<file path="src/rtl/iss_consts.svh">
// Offsets, field positions, reset values and codes of the slave status block
`ifndef ISS_CONSTS_SVH
`define ISS_CONSTS_SVH

// Register offsets on the plain register port
`define ISS_OFS_STATUS   8'h00
`define ISS_OFS_CONTROL  8'h04

// Status field positions
`define ISS_BIT_ADDRESSED  14
`define ISS_BIT_REP_START  13
`define ISS_POS_ID_INDEX   11
`define ISS_BIT_STOP_SS    10
`define ISS_POS_GC_KIND    8
`define ISS_BIT_GC_FLAG    7
`define ISS_BIT_BUSY       6
`define ISS_BIT_NACK       5
`define ISS_BIT_RX_OVF     4

// Control field positions
`define ISS_BIT_GC_ENABLE   0
`define ISS_BIT_FORCE_NACK  1
`define ISS_BIT_STOP_IRQ_EN 2
`define ISS_BIT_GC_CLEAR    3

// Reset values
`define ISS_RST_STATUS   16'h0000
`define ISS_RST_CONTROL  3'h0

// Bus codes
`define ISS_START_BYTE   8'h01
`define ISS_GC_ADDR      8'h00
`define ISS_GC_RESET     8'h06
`define ISS_GC_PROGRAM   8'h04

// General-call kind codes
`define ISS_GCK_NONE     2'h0
`define ISS_GCK_RESET    2'h1
`define ISS_GCK_PROGRAM  2'h2
`define ISS_GCK_ALT      2'h3

// Byte length less one
`define ISS_LAST_BIT     3'h7

`endif

</file>
<file path="src/rtl/iss_pkg.sv">
// Types shared by the slave status block
`default_nettype none
package iss_pkg;

   // Slave status register image, bit 15 down to bit 0
   typedef struct packed {
      logic       rsvd;
      logic       addressed;
      logic       rep_start;
      logic [1:0] id_index;
      logic       stop_ss;
      logic [1:0] gc_kind;
      logic       gc_flag;
      logic       busy;
      logic       nack;
      logic       rx_ovf;
      logic [3:0] low;
   } iss_status_t;

   // Control bits held by this block
   typedef struct packed {
      logic stop_irq_en;
      logic force_nack;
      logic gc_enable;
   } iss_ctl_t;

   // Bus-side sequencer
   typedef enum logic [2:0] {
      ST_IDLE  = 3'b000,
      ST_ADDR  = 3'b001,
      ST_AACK  = 3'b010,
      ST_WDATA = 3'b011,
      ST_WACK  = 3'b100,
      ST_RDATA = 3'b101,
      ST_RACK  = 3'b110
   } iss_state_t;

endpackage : iss_pkg

`default_nettype wire

</file>
<file path="src/rtl/iss_status.sv">
// I2C slave port: bus event tracking and slave status register
//
// Contract
// Start then matching address sets addressed flag, bit 14.
// Start byte 0x01, or enabled general call 0x00, also sets it.
// Stop condition clears the addressed flag.
// Repeated start sets bit 13; stop clears it.
// Bits 12-11 give which of four IDs matched, 00 to 11.
// Stop after a matched start sets bit 10.
// Interrupt while bit 10 set and stop interrupt enabled.
// Any read of the status register clears bit 10.
// Bits 9:8 give general-call kind: none, reset, program, alternate.
// General-call reset command leaves the kind field unchanged; the code sets it to reset, 01.
// Writing general-call clear clears the kind field.
// Any general-call command sets bit 7.
// General-call reset returns registers to defaults.
// Hardware general call leaves its second byte in receive FIFO.
// Writing general-call clear clears bit 7.
// Start condition sets busy, bit 6.
// Busy clears on unmatched address, stop, or unmatched repeat.
// Bit 5 set when address answered with NACK, else clear.
// NACK when transmit FIFO empty or force-NACK enabled; the code applies the empty-FIFO NACK to read addresses only.
// Bit 4 set when byte pushed into full receive FIFO.
// General calls recognised only while general-call enable set.
// Data 0x06 means reset plus program, 0x04 program.
// Bit 15 reads zero; status writes are ignored.
// Flags update on system clock from synchronised bus events.
//
// Decided for this implementation: the plain strobed port and the address map.
`timescale 1ns/10ps
`default_nettype none
`include "iss_consts.svh"

module iss_status
   import iss_pkg::*;
(
   // Clock and reset
   input  wire logic            clk_sys,
   input  wire logic            arst_n,
   // Register port
   input  wire logic [7:0]      reg_addr,
   input  wire logic [15:0]     reg_wdata,
   input  wire logic            reg_wr,
   input  wire logic            reg_rd,
   output var  logic [15:0]     reg_rdata,
   // Bus pins
   input  wire logic            scl_in,
   input  wire logic            sda_in,
   output var  logic            sda_out,
   output var  logic            sda_oe_n,
   // Address setup from the ID registers
   input  wire logic [3:0][7:0] slave_id_regs,
   input  wire logic [7:0]      alt_id_reg,
   // FIFO side
   input  wire logic            tx_fifo_empty,
   input  wire logic [7:0]      tx_data,
   output var  logic            tx_pop,
   input  wire logic            rx_fifo_full,
   output var  logic            rx_push,
   output var  logic [7:0]      rx_data,
   // Events to the rest of the port
   output var  logic            stop_irq,
   output var  logic            gc_reset
);

   // Pin synchronisers and previous sample
   logic scl_m_q, scl_s_q, scl_p_q;
   logic sda_m_q, sda_s_q, sda_p_q;

   // Sequencer state
   iss_state_t  st_q, st_d;
   logic [2:0]  cnt_q, cnt_d;
   logic [7:0]  sh_q, sh_d;
   logic        ph_q, ph_d, ack_q, ack_d, rw_q, rw_d, gcm_q, gcm_d;
   logic        drv_q, drv_d, frame_q, push_d, pop_d;
   logic [7:0]  rxd_d;

   // Registers
   iss_status_t sts_q, sts_d;
   iss_ctl_t    ctl_q, ctl_d;
   logic [15:0] rdata_q, rdata_d;
   logic        push_q, pop_q, gcr_q, irq_q;
   logic [7:0]  rxd_q;

   // Synchronise both pins; only the second stage and later are read
   always_ff @(posedge clk_sys or negedge arst_n) begin
      if (!arst_n) begin
         scl_m_q <= 1'b1;
         scl_s_q <= 1'b1;
         scl_p_q <= 1'b1;
         sda_m_q <= 1'b1;
         sda_s_q <= 1'b1;
         sda_p_q <= 1'b1;
      end else begin
         scl_m_q <= scl_in;
         scl_s_q <= scl_m_q;
         scl_p_q <= scl_s_q;
         sda_m_q <= sda_in;
         sda_s_q <= sda_m_q;
         sda_p_q <= sda_s_q;
      end
   end

   // Bus events on the system clock
   wire start_w = scl_s_q & scl_p_q & sda_p_q & ~sda_s_q;
   wire stop_w  = scl_s_q & scl_p_q & ~sda_p_q & sda_s_q;
   wire rise_w  = scl_s_q & ~scl_p_q;
   wire fall_w  = ~scl_s_q & scl_p_q;

   // Byte assembled at the current sampling edge
   wire [7:0] byte_w = {sh_q[6:0], sda_s_q};
   wire       last_w = (cnt_q == `ISS_LAST_BIT);

   // Address compare against the four IDs, 7-bit address in bits 7:1
   logic [3:0] id_hit_w;
   genvar gi;
   generate
      for (gi = 0; gi < 4; gi++) begin : g_id
         assign id_hit_w[gi] = (byte_w[7:1] == slave_id_regs[gi][7:1]);
      end
   endgenerate

   // Lowest matching ID wins when two IDs are programmed alike
   wire       any_hit_w = |id_hit_w;
   wire [1:0] hit_idx_w = id_hit_w[0] ? 2'h0 :
                          id_hit_w[1] ? 2'h1 :
                          id_hit_w[2] ? 2'h2 : 2'h3;

   // Address phase decode
   wire addr_done_w = (st_q == ST_ADDR) & rise_w & last_w;
   wire gc_addr_w   = (byte_w == `ISS_GC_ADDR) & ctl_q.gc_enable;
   wire sbyte_w     = (byte_w == `ISS_START_BYTE);
   wire refuse_w    = ctl_q.force_nack | (byte_w[0] & tx_fifo_empty);
   wire ack_addr_w  = (any_hit_w & ~refuse_w) | gc_addr_w;
   wire nack_addr_w = any_hit_w & refuse_w;

   // Data phase decode, first byte after a general-call address
   wire data_done_w = (st_q == ST_WDATA) & rise_w & last_w;
   wire gc_byte_w   = data_done_w & gcm_q;
   wire gc_rst_w    = gc_byte_w & (byte_w == `ISS_GC_RESET);
   wire gc_prog_w   = gc_byte_w & (byte_w == `ISS_GC_PROGRAM);
   wire gc_hw_w     = gc_byte_w & byte_w[0];
   wire gc_alt_w    = gc_hw_w & (byte_w[7:1] == alt_id_reg[7:1]);

   // Register port decode
   wire sel_sts_w = (reg_addr == `ISS_OFS_STATUS);
   wire sel_ctl_w = (reg_addr == `ISS_OFS_CONTROL);
   wire rd_sts_w  = reg_rd & sel_sts_w;
   wire wr_ctl_w  = reg_wr & sel_ctl_w;
   wire gc_clr_w  = wr_ctl_w & reg_wdata[`ISS_BIT_GC_CLEAR];

   // Sequencer: address, acknowledge, write data and read data phases
   always_comb begin
      st_d   = st_q;
      cnt_d  = cnt_q;
      sh_d   = sh_q;
      ph_d   = ph_q;
      ack_d  = ack_q;
      rw_d   = rw_q;
      gcm_d  = gcm_q;
      drv_d  = drv_q;
      push_d = 1'b0;
      pop_d  = 1'b0;
      rxd_d  = rxd_q;
      if (stop_w) begin
         st_d  = ST_IDLE;
         drv_d = 1'b0;
      end else if (start_w) begin
         st_d  = ST_ADDR;
         cnt_d = 3'h0;
         drv_d = 1'b0;
         gcm_d = 1'b0;
      end else begin
         case (st_q)
            ST_ADDR: begin
               if (rise_w) begin
                  sh_d  = byte_w;
                  cnt_d = cnt_q + 3'h1;
                  if (last_w) begin
                     // Start byte is never acknowledged
                     st_d  = ST_AACK;
                     ph_d  = 1'b0;
                     ack_d = ack_addr_w;
                     rw_d  = byte_w[0] & any_hit_w;
                     gcm_d = gc_addr_w;
                  end
               end
            end
            ST_AACK, ST_WACK: begin
               if (fall_w) begin
                  if (!ph_q) begin
                     ph_d  = 1'b1;
                     drv_d = ack_q;
                  end else begin
                     drv_d = 1'b0;
                     cnt_d = 3'h0;
                     if (!ack_q) begin
                        st_d = ST_IDLE;
                     end else if (rw_q) begin
                        st_d  = ST_RDATA;
                        sh_d  = tx_data;
                        drv_d = ~tx_data[7];
                        pop_d = 1'b1;
                     end else begin
                        st_d = ST_WDATA;
                     end
                  end
               end
            end
            ST_WDATA: begin
               if (rise_w) begin
                  sh_d  = byte_w;
                  cnt_d = cnt_q + 3'h1;
                  if (last_w) begin
                     // Every data byte, hardware call second byte too
                     push_d = 1'b1;
                     rxd_d  = byte_w;
                     gcm_d  = 1'b0;
                     st_d   = ST_WACK;
                     ph_d   = 1'b0;
                     ack_d  = 1'b1;
                  end
               end
            end
            ST_RDATA: begin
               if (fall_w) begin
                  if (last_w) begin
                     drv_d = 1'b0;
                     st_d  = ST_RACK;
                     ph_d  = 1'b0;
                  end else begin
                     sh_d  = {sh_q[6:0], 1'b0};
                     drv_d = ~sh_q[6];
                     cnt_d = cnt_q + 3'h1;
                  end
               end
            end
            ST_RACK: begin
               // Master NACK ends the read; ACK fetches the next byte
               if (rise_w) begin
                  ph_d = ~sda_s_q;
                  if (sda_s_q) begin
                     st_d = ST_IDLE;
                  end
               end else if (fall_w && ph_q) begin
                  st_d  = ST_RDATA;
                  cnt_d = 3'h0;
                  sh_d  = tx_data;
                  drv_d = ~tx_data[7];
                  pop_d = 1'b1;
               end
            end
            default: begin
               st_d = ST_IDLE;
            end
         endcase
      end
   end

   // Status flag updates; later assignments take priority
   always_comb begin
      sts_d = sts_q;
      ctl_d = ctl_q;
      if (wr_ctl_w) begin
         ctl_d.gc_enable   = reg_wdata[`ISS_BIT_GC_ENABLE];
         ctl_d.force_nack  = reg_wdata[`ISS_BIT_FORCE_NACK];
         ctl_d.stop_irq_en = reg_wdata[`ISS_BIT_STOP_IRQ_EN];
      end
      if (rd_sts_w) begin
         sts_d.stop_ss = 1'b0;
      end
      if (gc_clr_w) begin
         sts_d.gc_kind = `ISS_GCK_NONE;
         sts_d.gc_flag = 1'b0;
      end
      if (start_w) begin
         sts_d.busy = 1'b1;
         sts_d.nack = 1'b0;
         if (frame_q) begin
            sts_d.rep_start = 1'b1;
         end
      end
      if (addr_done_w) begin
         if (any_hit_w | gc_addr_w | sbyte_w) begin
            sts_d.addressed = 1'b1;
         end
         if (any_hit_w) begin
            sts_d.id_index = hit_idx_w;
         end else if (!gc_addr_w) begin
            sts_d.busy = 1'b0;
         end
         if (nack_addr_w) begin
            sts_d.nack = 1'b1;
         end
      end
      if (push_d) begin
         sts_d.rx_ovf = rx_fifo_full;
      end
      if (gc_rst_w) begin
         // Everything to default except the general-call report
         sts_d         = iss_status_t'(`ISS_RST_STATUS);
         sts_d.gc_kind = `ISS_GCK_RESET;
         ctl_d         = iss_ctl_t'(`ISS_RST_CONTROL);
      end
      if (gc_prog_w) begin
         sts_d.gc_kind = `ISS_GCK_PROGRAM;
      end
      if (gc_alt_w) begin
         sts_d.gc_kind = `ISS_GCK_ALT;
      end
      if (gc_rst_w | gc_prog_w | gc_hw_w) begin
         sts_d.gc_flag = 1'b1;
      end
      if (stop_w) begin
         sts_d.addressed = 1'b0;
         sts_d.rep_start = 1'b0;
         sts_d.busy      = 1'b0;
         if (sts_q.addressed) begin
            sts_d.stop_ss = 1'b1;
         end
      end
      // Set always beats the read clear above
      sts_d.rsvd = 1'b0;
      sts_d.low  = 4'h0;
   end

   // Read data mux; unmapped offsets read zero, the last answer holds between reads
   wire [15:0] rd_img_w = sel_sts_w ? 16'(sts_q) :
                          sel_ctl_w ? {13'h0000, ctl_q} : 16'h0000;
   assign rdata_d = reg_rd ? rd_img_w : rdata_q;

   // Sequencer registers
   always_ff @(posedge clk_sys or negedge arst_n) begin
      if (!arst_n) begin
         st_q  <= ST_IDLE;
         cnt_q <= 3'h0;
         sh_q  <= 8'h00;
         ph_q  <= 1'b0;
         ack_q <= 1'b0;
         rw_q  <= 1'b0;
         gcm_q <= 1'b0;
         drv_q <= 1'b0;
      end else begin
         st_q  <= st_d;
         cnt_q <= cnt_d;
         sh_q  <= sh_d;
         ph_q  <= ph_d;
         ack_q <= ack_d;
         rw_q  <= rw_d;
         gcm_q <= gcm_d;
         drv_q <= drv_d;
      end
   end

   // Frame tracking tells a repeated start from a first one
   always_ff @(posedge clk_sys or negedge arst_n) begin
      if (!arst_n) begin
         frame_q <= 1'b0;
      end else if (stop_w) begin
         frame_q <= 1'b0;
      end else if (start_w) begin
         frame_q <= 1'b1;
      end
   end

   // Status, control and output registers
   always_ff @(posedge clk_sys or negedge arst_n) begin
      if (!arst_n) begin
         sts_q   <= iss_status_t'(`ISS_RST_STATUS);
         ctl_q   <= iss_ctl_t'(`ISS_RST_CONTROL);
         rdata_q <= 16'h0000;
         push_q  <= 1'b0;
         pop_q   <= 1'b0;
         rxd_q   <= 8'h00;
         gcr_q   <= 1'b0;
         irq_q   <= 1'b0;
      end else begin
         sts_q   <= sts_d;
         ctl_q   <= ctl_d;
         rdata_q <= rdata_d;
         push_q  <= push_d;
         pop_q   <= pop_d;
         rxd_q   <= rxd_d;
         gcr_q   <= gc_rst_w;
         irq_q   <= sts_d.stop_ss & ctl_d.stop_irq_en;
      end
   end

   // Open-drain data pin: only ever pulled low
   assign sda_out   = 1'b0;
   assign sda_oe_n  = ~drv_q;
   assign reg_rdata = rdata_q;
   assign tx_pop    = pop_q;
   assign rx_push   = push_q;
   assign rx_data   = rxd_q;
   assign stop_irq  = irq_q;
   assign gc_reset  = gcr_q;

endmodule : iss_status

`default_nettype wire

</file>
<file path="config.mk">
export PLATFORM = sky130hd
export DESIGN_NAME = iss_status
export DESIGN_NICKNAME = d
export VERILOG_FILES = /design/src/rtl/iss_pkg.sv /design/src/rtl/iss_status.sv
export VERILOG_INCLUDE_DIRS = /design/src /design/src/rtl
export SDC_FILE = /design/constraint.sdc
export NUM_CORES = 1
export LEC_CHECK = 0
export BUFFER_PORTS_ARGS = -buffer_cell sky130_fd_sc_hd__buf_4
export CAP_MARGIN = 20
export CORE_MARGIN = 4
export CORE_UTILIZATION = 56
export DETAILED_ROUTE_END_ITERATION = 10
export PLACE_DENSITY = 0.93
export REMOVE_ABC_BUFFERS = 1
export SETUP_SLACK_MARGIN = 0.05
export SLEW_MARGIN = 20
export SYNTH_ARGS = -nofsm -noshare
export SYNTH_HDL_FRONTEND = slang
export SYNTH_SLANG_ARGS = --single-unit
</file>
<file path="constraint.sdc">
create_clock -name clk_sys -period 3.14 [get_ports clk_sys]
set_input_delay 0.157 -clock clk_sys [delete_from_list [all_inputs] [get_ports clk_sys]]
set_output_delay 0.157 -clock clk_sys [all_outputs]
set_load 0.005 [all_outputs]
</file>
; After elaboration in Yosys (flattened, before gate mapping)
; Index checks and enable logic that the tools add are counted.
[totals]
regBits = 67
elab_cells = 270
[classes]
bitwise = 41
reduce_logical = 34
eq_ne = 53
add_sub_neg = 1
n_mux = 108
[ops]
columns = cell, count
row1 = 3-bit two-way mux, 27
row2 = 7-bit two-way mux, 9
row3 = 1-bit two-way mux, 53
row4 = "4-bit inequality test, second input constant", 10
row5 = 7-bit == test, 5
row6 = 15-bit two-way mux, 2
row7 = "3-bit inequality test, second input constant", 10
row8 = 7-bit one-hot mux with 4 select lines, 1
row9 = "2-bit inequality test, second input constant", 13
row10 = 1-bit AND, 25
row11 = "8-bit by 3-bit == test with 1-bit output, second input constant", 3
row12 = 2-bit two-way mux, 9
row13 = 3-bit nonzero test, 6
row14 = 8-bit zero test, 2
row15 = 3-bit one-hot mux with 5 select lines, 1
row16 = 5-bit AND reduction, 3
row17 = 7-bit AND reduction, 2
row18 = "3-bit == test, second input constant", 4
row19 = 3-bit one-hot mux with 4 select lines, 1
row20 = 12-bit AND reduction, 1
row21 = 2-bit nonzero test, 6
row22 = "5-bit inequality test, second input constant", 2
row23 = 1-bit NOT, 10
row24 = 10-bit AND reduction, 1
row25 = other kinds (18), 31

; Logic depth before layout (Yosys ltp)
[logic_depth]
depth_word = 11
depth_mapped = 9
depth_no_buf = 8

; Worst setup path after synthesis
; OpenSTA, ideal clock, no wires.
[synth_path]
path_kind = reg2reg
start = register cnt_q[0]
end = register sh_q[4]
stages_incl_launch_ff = 10
arrival_ps = 1838
setup_slack_ps = 1174
setup_time_ps = 128
period_less_slack_ps = 1966
required_ps = 3012
cell_sequence = dfrtp_1 -> ha_1 -> ha_1 -> nor2_1 -> o21ai_0 -> a21oi_1 -> o21ai_2 -> a211o_1 -> buf_2 -> mux2_1
[synth_between]
elab_chain_len = 3
[synth_rtl]
columns = item, line_no
row1 = from (decl), iss_status.sv:72  ; logic [2:0] cnt_q, cnt_d;
row2 = from (signal assigned), iss_status.sv:345  ; cnt_q <= cnt_d;
row3 = 3-bit == test (no line), -
row4 = 2-bit inequality test (no line), -
row5 = 12-bit AND reduction (no line), -
row6 = to (signal assigned), iss_status.sv:337  ; sh_q <= 8'h00;
row7 = to (signal assigned), iss_status.sv:346  ; sh_q <= sh_d;
row8 = to (decl), iss_status.sv:73  ; logic [7:0] sh_q, sh_d;
; Every way passes these cells.
; A chain may end at the register's enable or synchronous reset.

; Final worst setup path
[layout_path]
start = register st_q[1]
end = register st_q[1]
[layout_between]
elab_chain_len = 5
[layout_rtl]
columns = item, line_no
row1 = from (decl), iss_status.sv:71  ; iss_state_t st_q, st_d;
row2 = from (signal assigned), iss_status.sv:344  ; st_q <= st_d;
row3 = 3-bit by 2-bit == test with 1-bit output / 3-bit == test (equally long branches), iss_status.sv:174  ; case (st_q)
row4 = 2-bit OR reduction, iss_status.sv:174
row5 = 3-bit one-hot mux with 5 select lines, iss_status.sv:174
row6 = 3-bit two-way mux, iss_status.sv:168  ; end else if (start_w) begin
row7 = 3-bit two-way mux, iss_status.sv:165  ; if (stop_w) begin
; Several ways; a longest one is shown, not always the timed one.

==> results.rst <==
.. list-table::
   :header-rows: 1

   * - Metric
     - Value
   * - Fraction of final layout cells with drive strength greater than 1
     - 0.304
   * - Total number of vias
     - 3,070
   * - Worst skew pair latency
     - 0.34 ns
   * - Met3 GRT Util
     - 0.0649
   * - Average via count per standard cell
     - 5.77
   * - Met2 track utilization from global routing
     - 0.412
   * - Power, Total
     - 2.35 mW
   * - Unrepaired setup endpoints after global routing
     - no
   * - Post-synthesis cell type with the largest combined area
     - sky130_fd_sc_hd__dfrtp_1
   * - Number of inserted diodes
     - 0
   * - Top-count cell post-synth
     - sky130_fd_sc_hd__dfrtp_1
   * - Placeable core region
     - 6060 sq um
   * - Number of global-route vias before repair
     - 3,178
   * - First-pass GRT wire length
     - 14,600 microns
   * - Xor-xnor portion of the synthesized cell area
     - 0.0907
   * - Pin count of the biggest net entering global routing
     - 66
   * - Initial antenna violation count
     - 0
   * - Die outline width
     - 87.9 microns
   * - Worst hold path depth
     - 3
   * - Final count of negative-setup-slack endpoints
     - 0
   * - Count of warnings emitted by yosys
     - 0
   * - Slew headroom
     - 0.458
   * - Cells taking the most area after synthesis
     - sky130_fd_sc_hd__dfrtp_1 (41%), sky130_fd_sc_hd__mux2_2 (6.0%), sky130_fd_sc_hd__xnor2_1 (5.1%), sky130_fd_sc_hd__dfstp_2 (4.4%), sky130_fd_sc_hd__o21ai_0 (3.9%)
   * - Max Fanout on Critical Path
     - 25
   * - Number of clock sinks
     - 65
   * - Internal power component
     - 1.58 mW
   * - Count of flip-flops with a built-in enable after synthesis
     - 0
   * - Top-level I/O count
     - 110
   * - Clock-pin slew of the registers on the worst-case setup and hold paths
     - 0.07 ns
   * - Global route total overflow
     - 0
   * - Min-Delay Startpoint
     - reg_wdata[0]
   * - Initial core utilization
     - 0.590
   * - Seq pwr share
     - 0.484
   * - Number of rows in the core area
     - 28
   * - Cell types with the highest counts after synthesis
     - sky130_fd_sc_hd__dfrtp_1 (59), sky130_fd_sc_hd__nand2_1 (31), sky130_fd_sc_hd__inv_1 (28), sky130_fd_sc_hd__o21ai_0 (28)
   * - Global route hottest layer
     - met2
   * - Clock power share
     - 0.297
   * - Simple-Gate Fraction of Synth Area
     - 0.155
   * - Cell area after synthesis
     - 3570 sq um
   * - Fmax
     - 394 MHz
   * - Synth top area share
     - 0.413
   * - Share of synthesized flip-flops with an asynchronous set or reset
     - 1.00
   * - Placed cell count
     - 513
   * - Avg Inst Size Synth
     - 9.71 sq um
   * - Setup CP Type
     - flop to flop
   * - Crit path from
     - st_q[1]
   * - Final non-filler cell total
     - 532
   * - Top flip-flop cell by instance count after synthesis
     - sky130_fd_sc_hd__dfrtp_1
   * - WL/cell
     - 16.9 microns
   * - Status
     - completed
   * - Area growth from synthesis to layout
     - 24.4%
   * - Largest family of logic cells by synthesized area
     - simple AND/OR/NAND/NOR gates
   * - Count of unique library cells instantiated by Yosys
     - 55
   * - Length in cells of the worst reg-to-reg path
     - 6
   * - Drt total wl
     - 8970 microns
   * - Kind of path behind the tightest hold check
     - input port to flop
   * - Total negative slack
     - 0 ns
   * - Startpoint of the worst register-to-register path
     - st_q[1]
   * - Yosys reg bits
     - 65
   * - Number of remaining DRC errors
     - 0
   * - Global routing usage summed across all routing layers
     - 0.247
   * - Shortest clock period the worst path allows after layout
     - 2.54 ns
   * - Clock Skew
     - 0.00740 ns
   * - Transition time at the pin with the least slew margin
     - 0.814 ns
   * - Data arrival at the endpoint of the critical path
     - 2.82 ns
   * - GR met1 Demand/Resource
     - 0.294
   * - Count of routing violations after the opening detailed-route iteration
     - 317
   * - Mux contribution to synthesized area
     - 0.0910
   * - Count of port buffers added during placement
     - 89
   * - Peak ir drop on the vdd network
     - 0.358 mV
   * - Nets
     - 534
   * - Die height
     - 87.9 microns
   * - Die Area
     - 7730 sq um
   * - Post-synthesis instance total
     - 368
   * - Deepest clock path buffer count
     - 2
   * - Final cycle utilization of the critical path
     - 0.808
   * - Power Dens Cells
     - 529 nW/um^2
   * - CP startpoint kind
     - flop
   * - Clock tree root driver cell
     - sky130_fd_sc_hd__clkbuf_8
   * - Post-detailed-placement half-perimeter wirelength
     - 6470 microns
   * - CTS tree
     - yes
   * - Count of pins over their slew limit
     - 0
   * - First drt pass iteration count
     - 5
   * - Fill cells
     - 401
   * - Psw
     - 0.775 mW
   * - Count of nets left with antenna violations after detail routing
     - 0
   * - Adder-cell share of the synthesized area
     - 0.00700
   * - CP endpoint kind
     - flop
   * - Combinational fraction of design power
     - 0.219
   * - Compound-Gate Fraction of Synth Area
     - 0.132
   * - Post-CTS Repair Setup Buffers
     - 0
   * - Net Sw Frac
     - 0.330
   * - Portion of the post-synthesis area used by sequential elements
     - 0.457
   * - Clock buffer count from CTS
     - 9
   * - Reported leakage power
     - 2.08 nW
   * - MaxCap Viol Count
     - 0
   * - Final Hold Fails
     - 0
   * - Depth of the CTS H-tree
     - 3
   * - Required time at the worst-slack endpoint
     - 3.42 ns
   * - Placer's final routability congestion estimate
     - 0.905
## state kept, by name, indices dropped and copies added, names as in the netlist, 3 cells and up
register / flops
ctl_q: 3
st_q: 3
sh_q: 7
cnt_q: 3
sts_q: 11
reg_rdata: 14
rx_data: 8
## logic make-up (layout without fill, tap and decap cells)
logic type / after synthesis / count (layout)
buf+inv: 51 / 138
xor+xnor: 37 / 37
simple gates: 106 / 106
fa+ha+maj: 2 / 2
other cells: 1 / 3
flops: 65 / 65
mux: 30 / 30
compound gates: 76 / 76
## power groups by stage
| stage | sequential, mW | clock [mW] | combinational, mW |
|---|---|---|---|
| after floorplan | 1.07 | 0 | 0.351 |
| after CTS | 1.14 | 0.697 | 0.509 |
| after global routing | 1.15 | 0.740 | 0.570 |
| after detailed placement | 1.15 | 0 | 0.505 |
| after global placement | 1.14 | 0 | 0.477 |
| final | 1.14 | 0.698 | 0.516 |
## stage by stage
stage | util | hold slack, ns | setup slack [ns] | area [sq um]
final | 0.733 | 0.0713 | 0.602 | 4450
after global routing | 0.733 | 0.0870 | 0.460 | 4450
after CTS | 0.733 | 0.0664 | 0.651 | 4450
after detailed placement | 0.698 | 0.268 | 0.674 | 4230
after global placement | 0.698 | 0.266 | 0.787 | 4230
after floorplan | - | -0.139 | 1.13 | 3450
## repair_timing
| item | CTS | global route |
|---|---|---|
| hold buffers | 3 | 0 |
| endpoints found under the hold margin | 61 | 0 |
| gates resized for setup | 0 | 0 |
## per-layer routing
metal  wire length [microns]  vias to the layer above
li1                        -                     1429
met1                    3580                     1477
met2                    4420                      137
met3                     707                       27
met4                     257                        0
met5                       0                        -
## layout by cell type, fill, tap and decap left out, types with 3 or more instances in the layout
| cell type | n |
|---|---|
| sky130_fd_sc_hd__conb_1 | 3 |
| sky130_fd_sc_hd__mux2_2 | 19 |
| sky130_fd_sc_hd__nor4_1 | 4 |
| sky130_fd_sc_hd__nand2b_1 | 7 |
| sky130_fd_sc_hd__nand3_1 | 6 |
| sky130_fd_sc_hd__nand4_1 | 8 |
| sky130_fd_sc_hd__inv_1 | 28 |
| sky130_fd_sc_hd__dfstp_2 | 6 |
| sky130_fd_sc_hd__nand2_1 | 31 |
| sky130_fd_sc_hd__a21boi_0 | 3 |
| sky130_fd_sc_hd__xor2_1 | 16 |
| sky130_fd_sc_hd__or3_1 | 4 |
| sky130_fd_sc_hd__clkbuf_8 | 9 |
| sky130_fd_sc_hd__and3_1 | 4 |
| sky130_fd_sc_hd__o21ai_0 | 28 |
| sky130_fd_sc_hd__dlygate4sd3_1 | 3 |
| sky130_fd_sc_hd__nor3_1 | 5 |
| sky130_fd_sc_hd__o22ai_1 | 8 |
| sky130_fd_sc_hd__nor2_1 | 21 |
| sky130_fd_sc_hd__mux2i_1 | 10 |
| sky130_fd_sc_hd__dfrtp_1 | 59 |
| sky130_fd_sc_hd__buf_4 | 91 |
| sky130_fd_sc_hd__xnor2_1 | 21 |
| sky130_fd_sc_hd__a21oi_1 | 15 |
| sky130_fd_sc_hd__and2_1 | 3 |
## area by class of cell
cell class                 count  area (sq um)  share of cell area
clock buffer                  11           131              0.0296
clock inverter                 5          56.3              0.0127
inverter                      28           105              0.0236
multi-input combinational    254          1710               0.385
sequential                    65          1630               0.368
tap                           75          93.8              0.0211
timing repair buffer          94           713               0.160
## final timing paths
path                            endpoint  slack, ns
worst max-delay path             st_q[1]       0.60
worst min-delay path            ctl_q[0]       0.07
worst max register to register   st_q[1]       0.60
worst min register to register   sda_s_q       0.36
max in group asynchronous       cnt_q[1]       2.16
min in group asynchronous        rx_push       0.44
## critical path, cell delays in order (launching register included)
cell	delay, ns
sky130_fd_sc_hd__dfrtp_1	0.88
sky130_fd_sc_hd__nand2_1	0.38
sky130_fd_sc_hd__nand2_2	0.30
sky130_fd_sc_hd__o22ai_1	0.13
sky130_fd_sc_hd__a22o_1	0.30
sky130_fd_sc_hd__o31ai_1	0.30
sky130_fd_sc_hd__a22o_1	0.18
No activity file was read; power rests on OpenSTA's default activity.
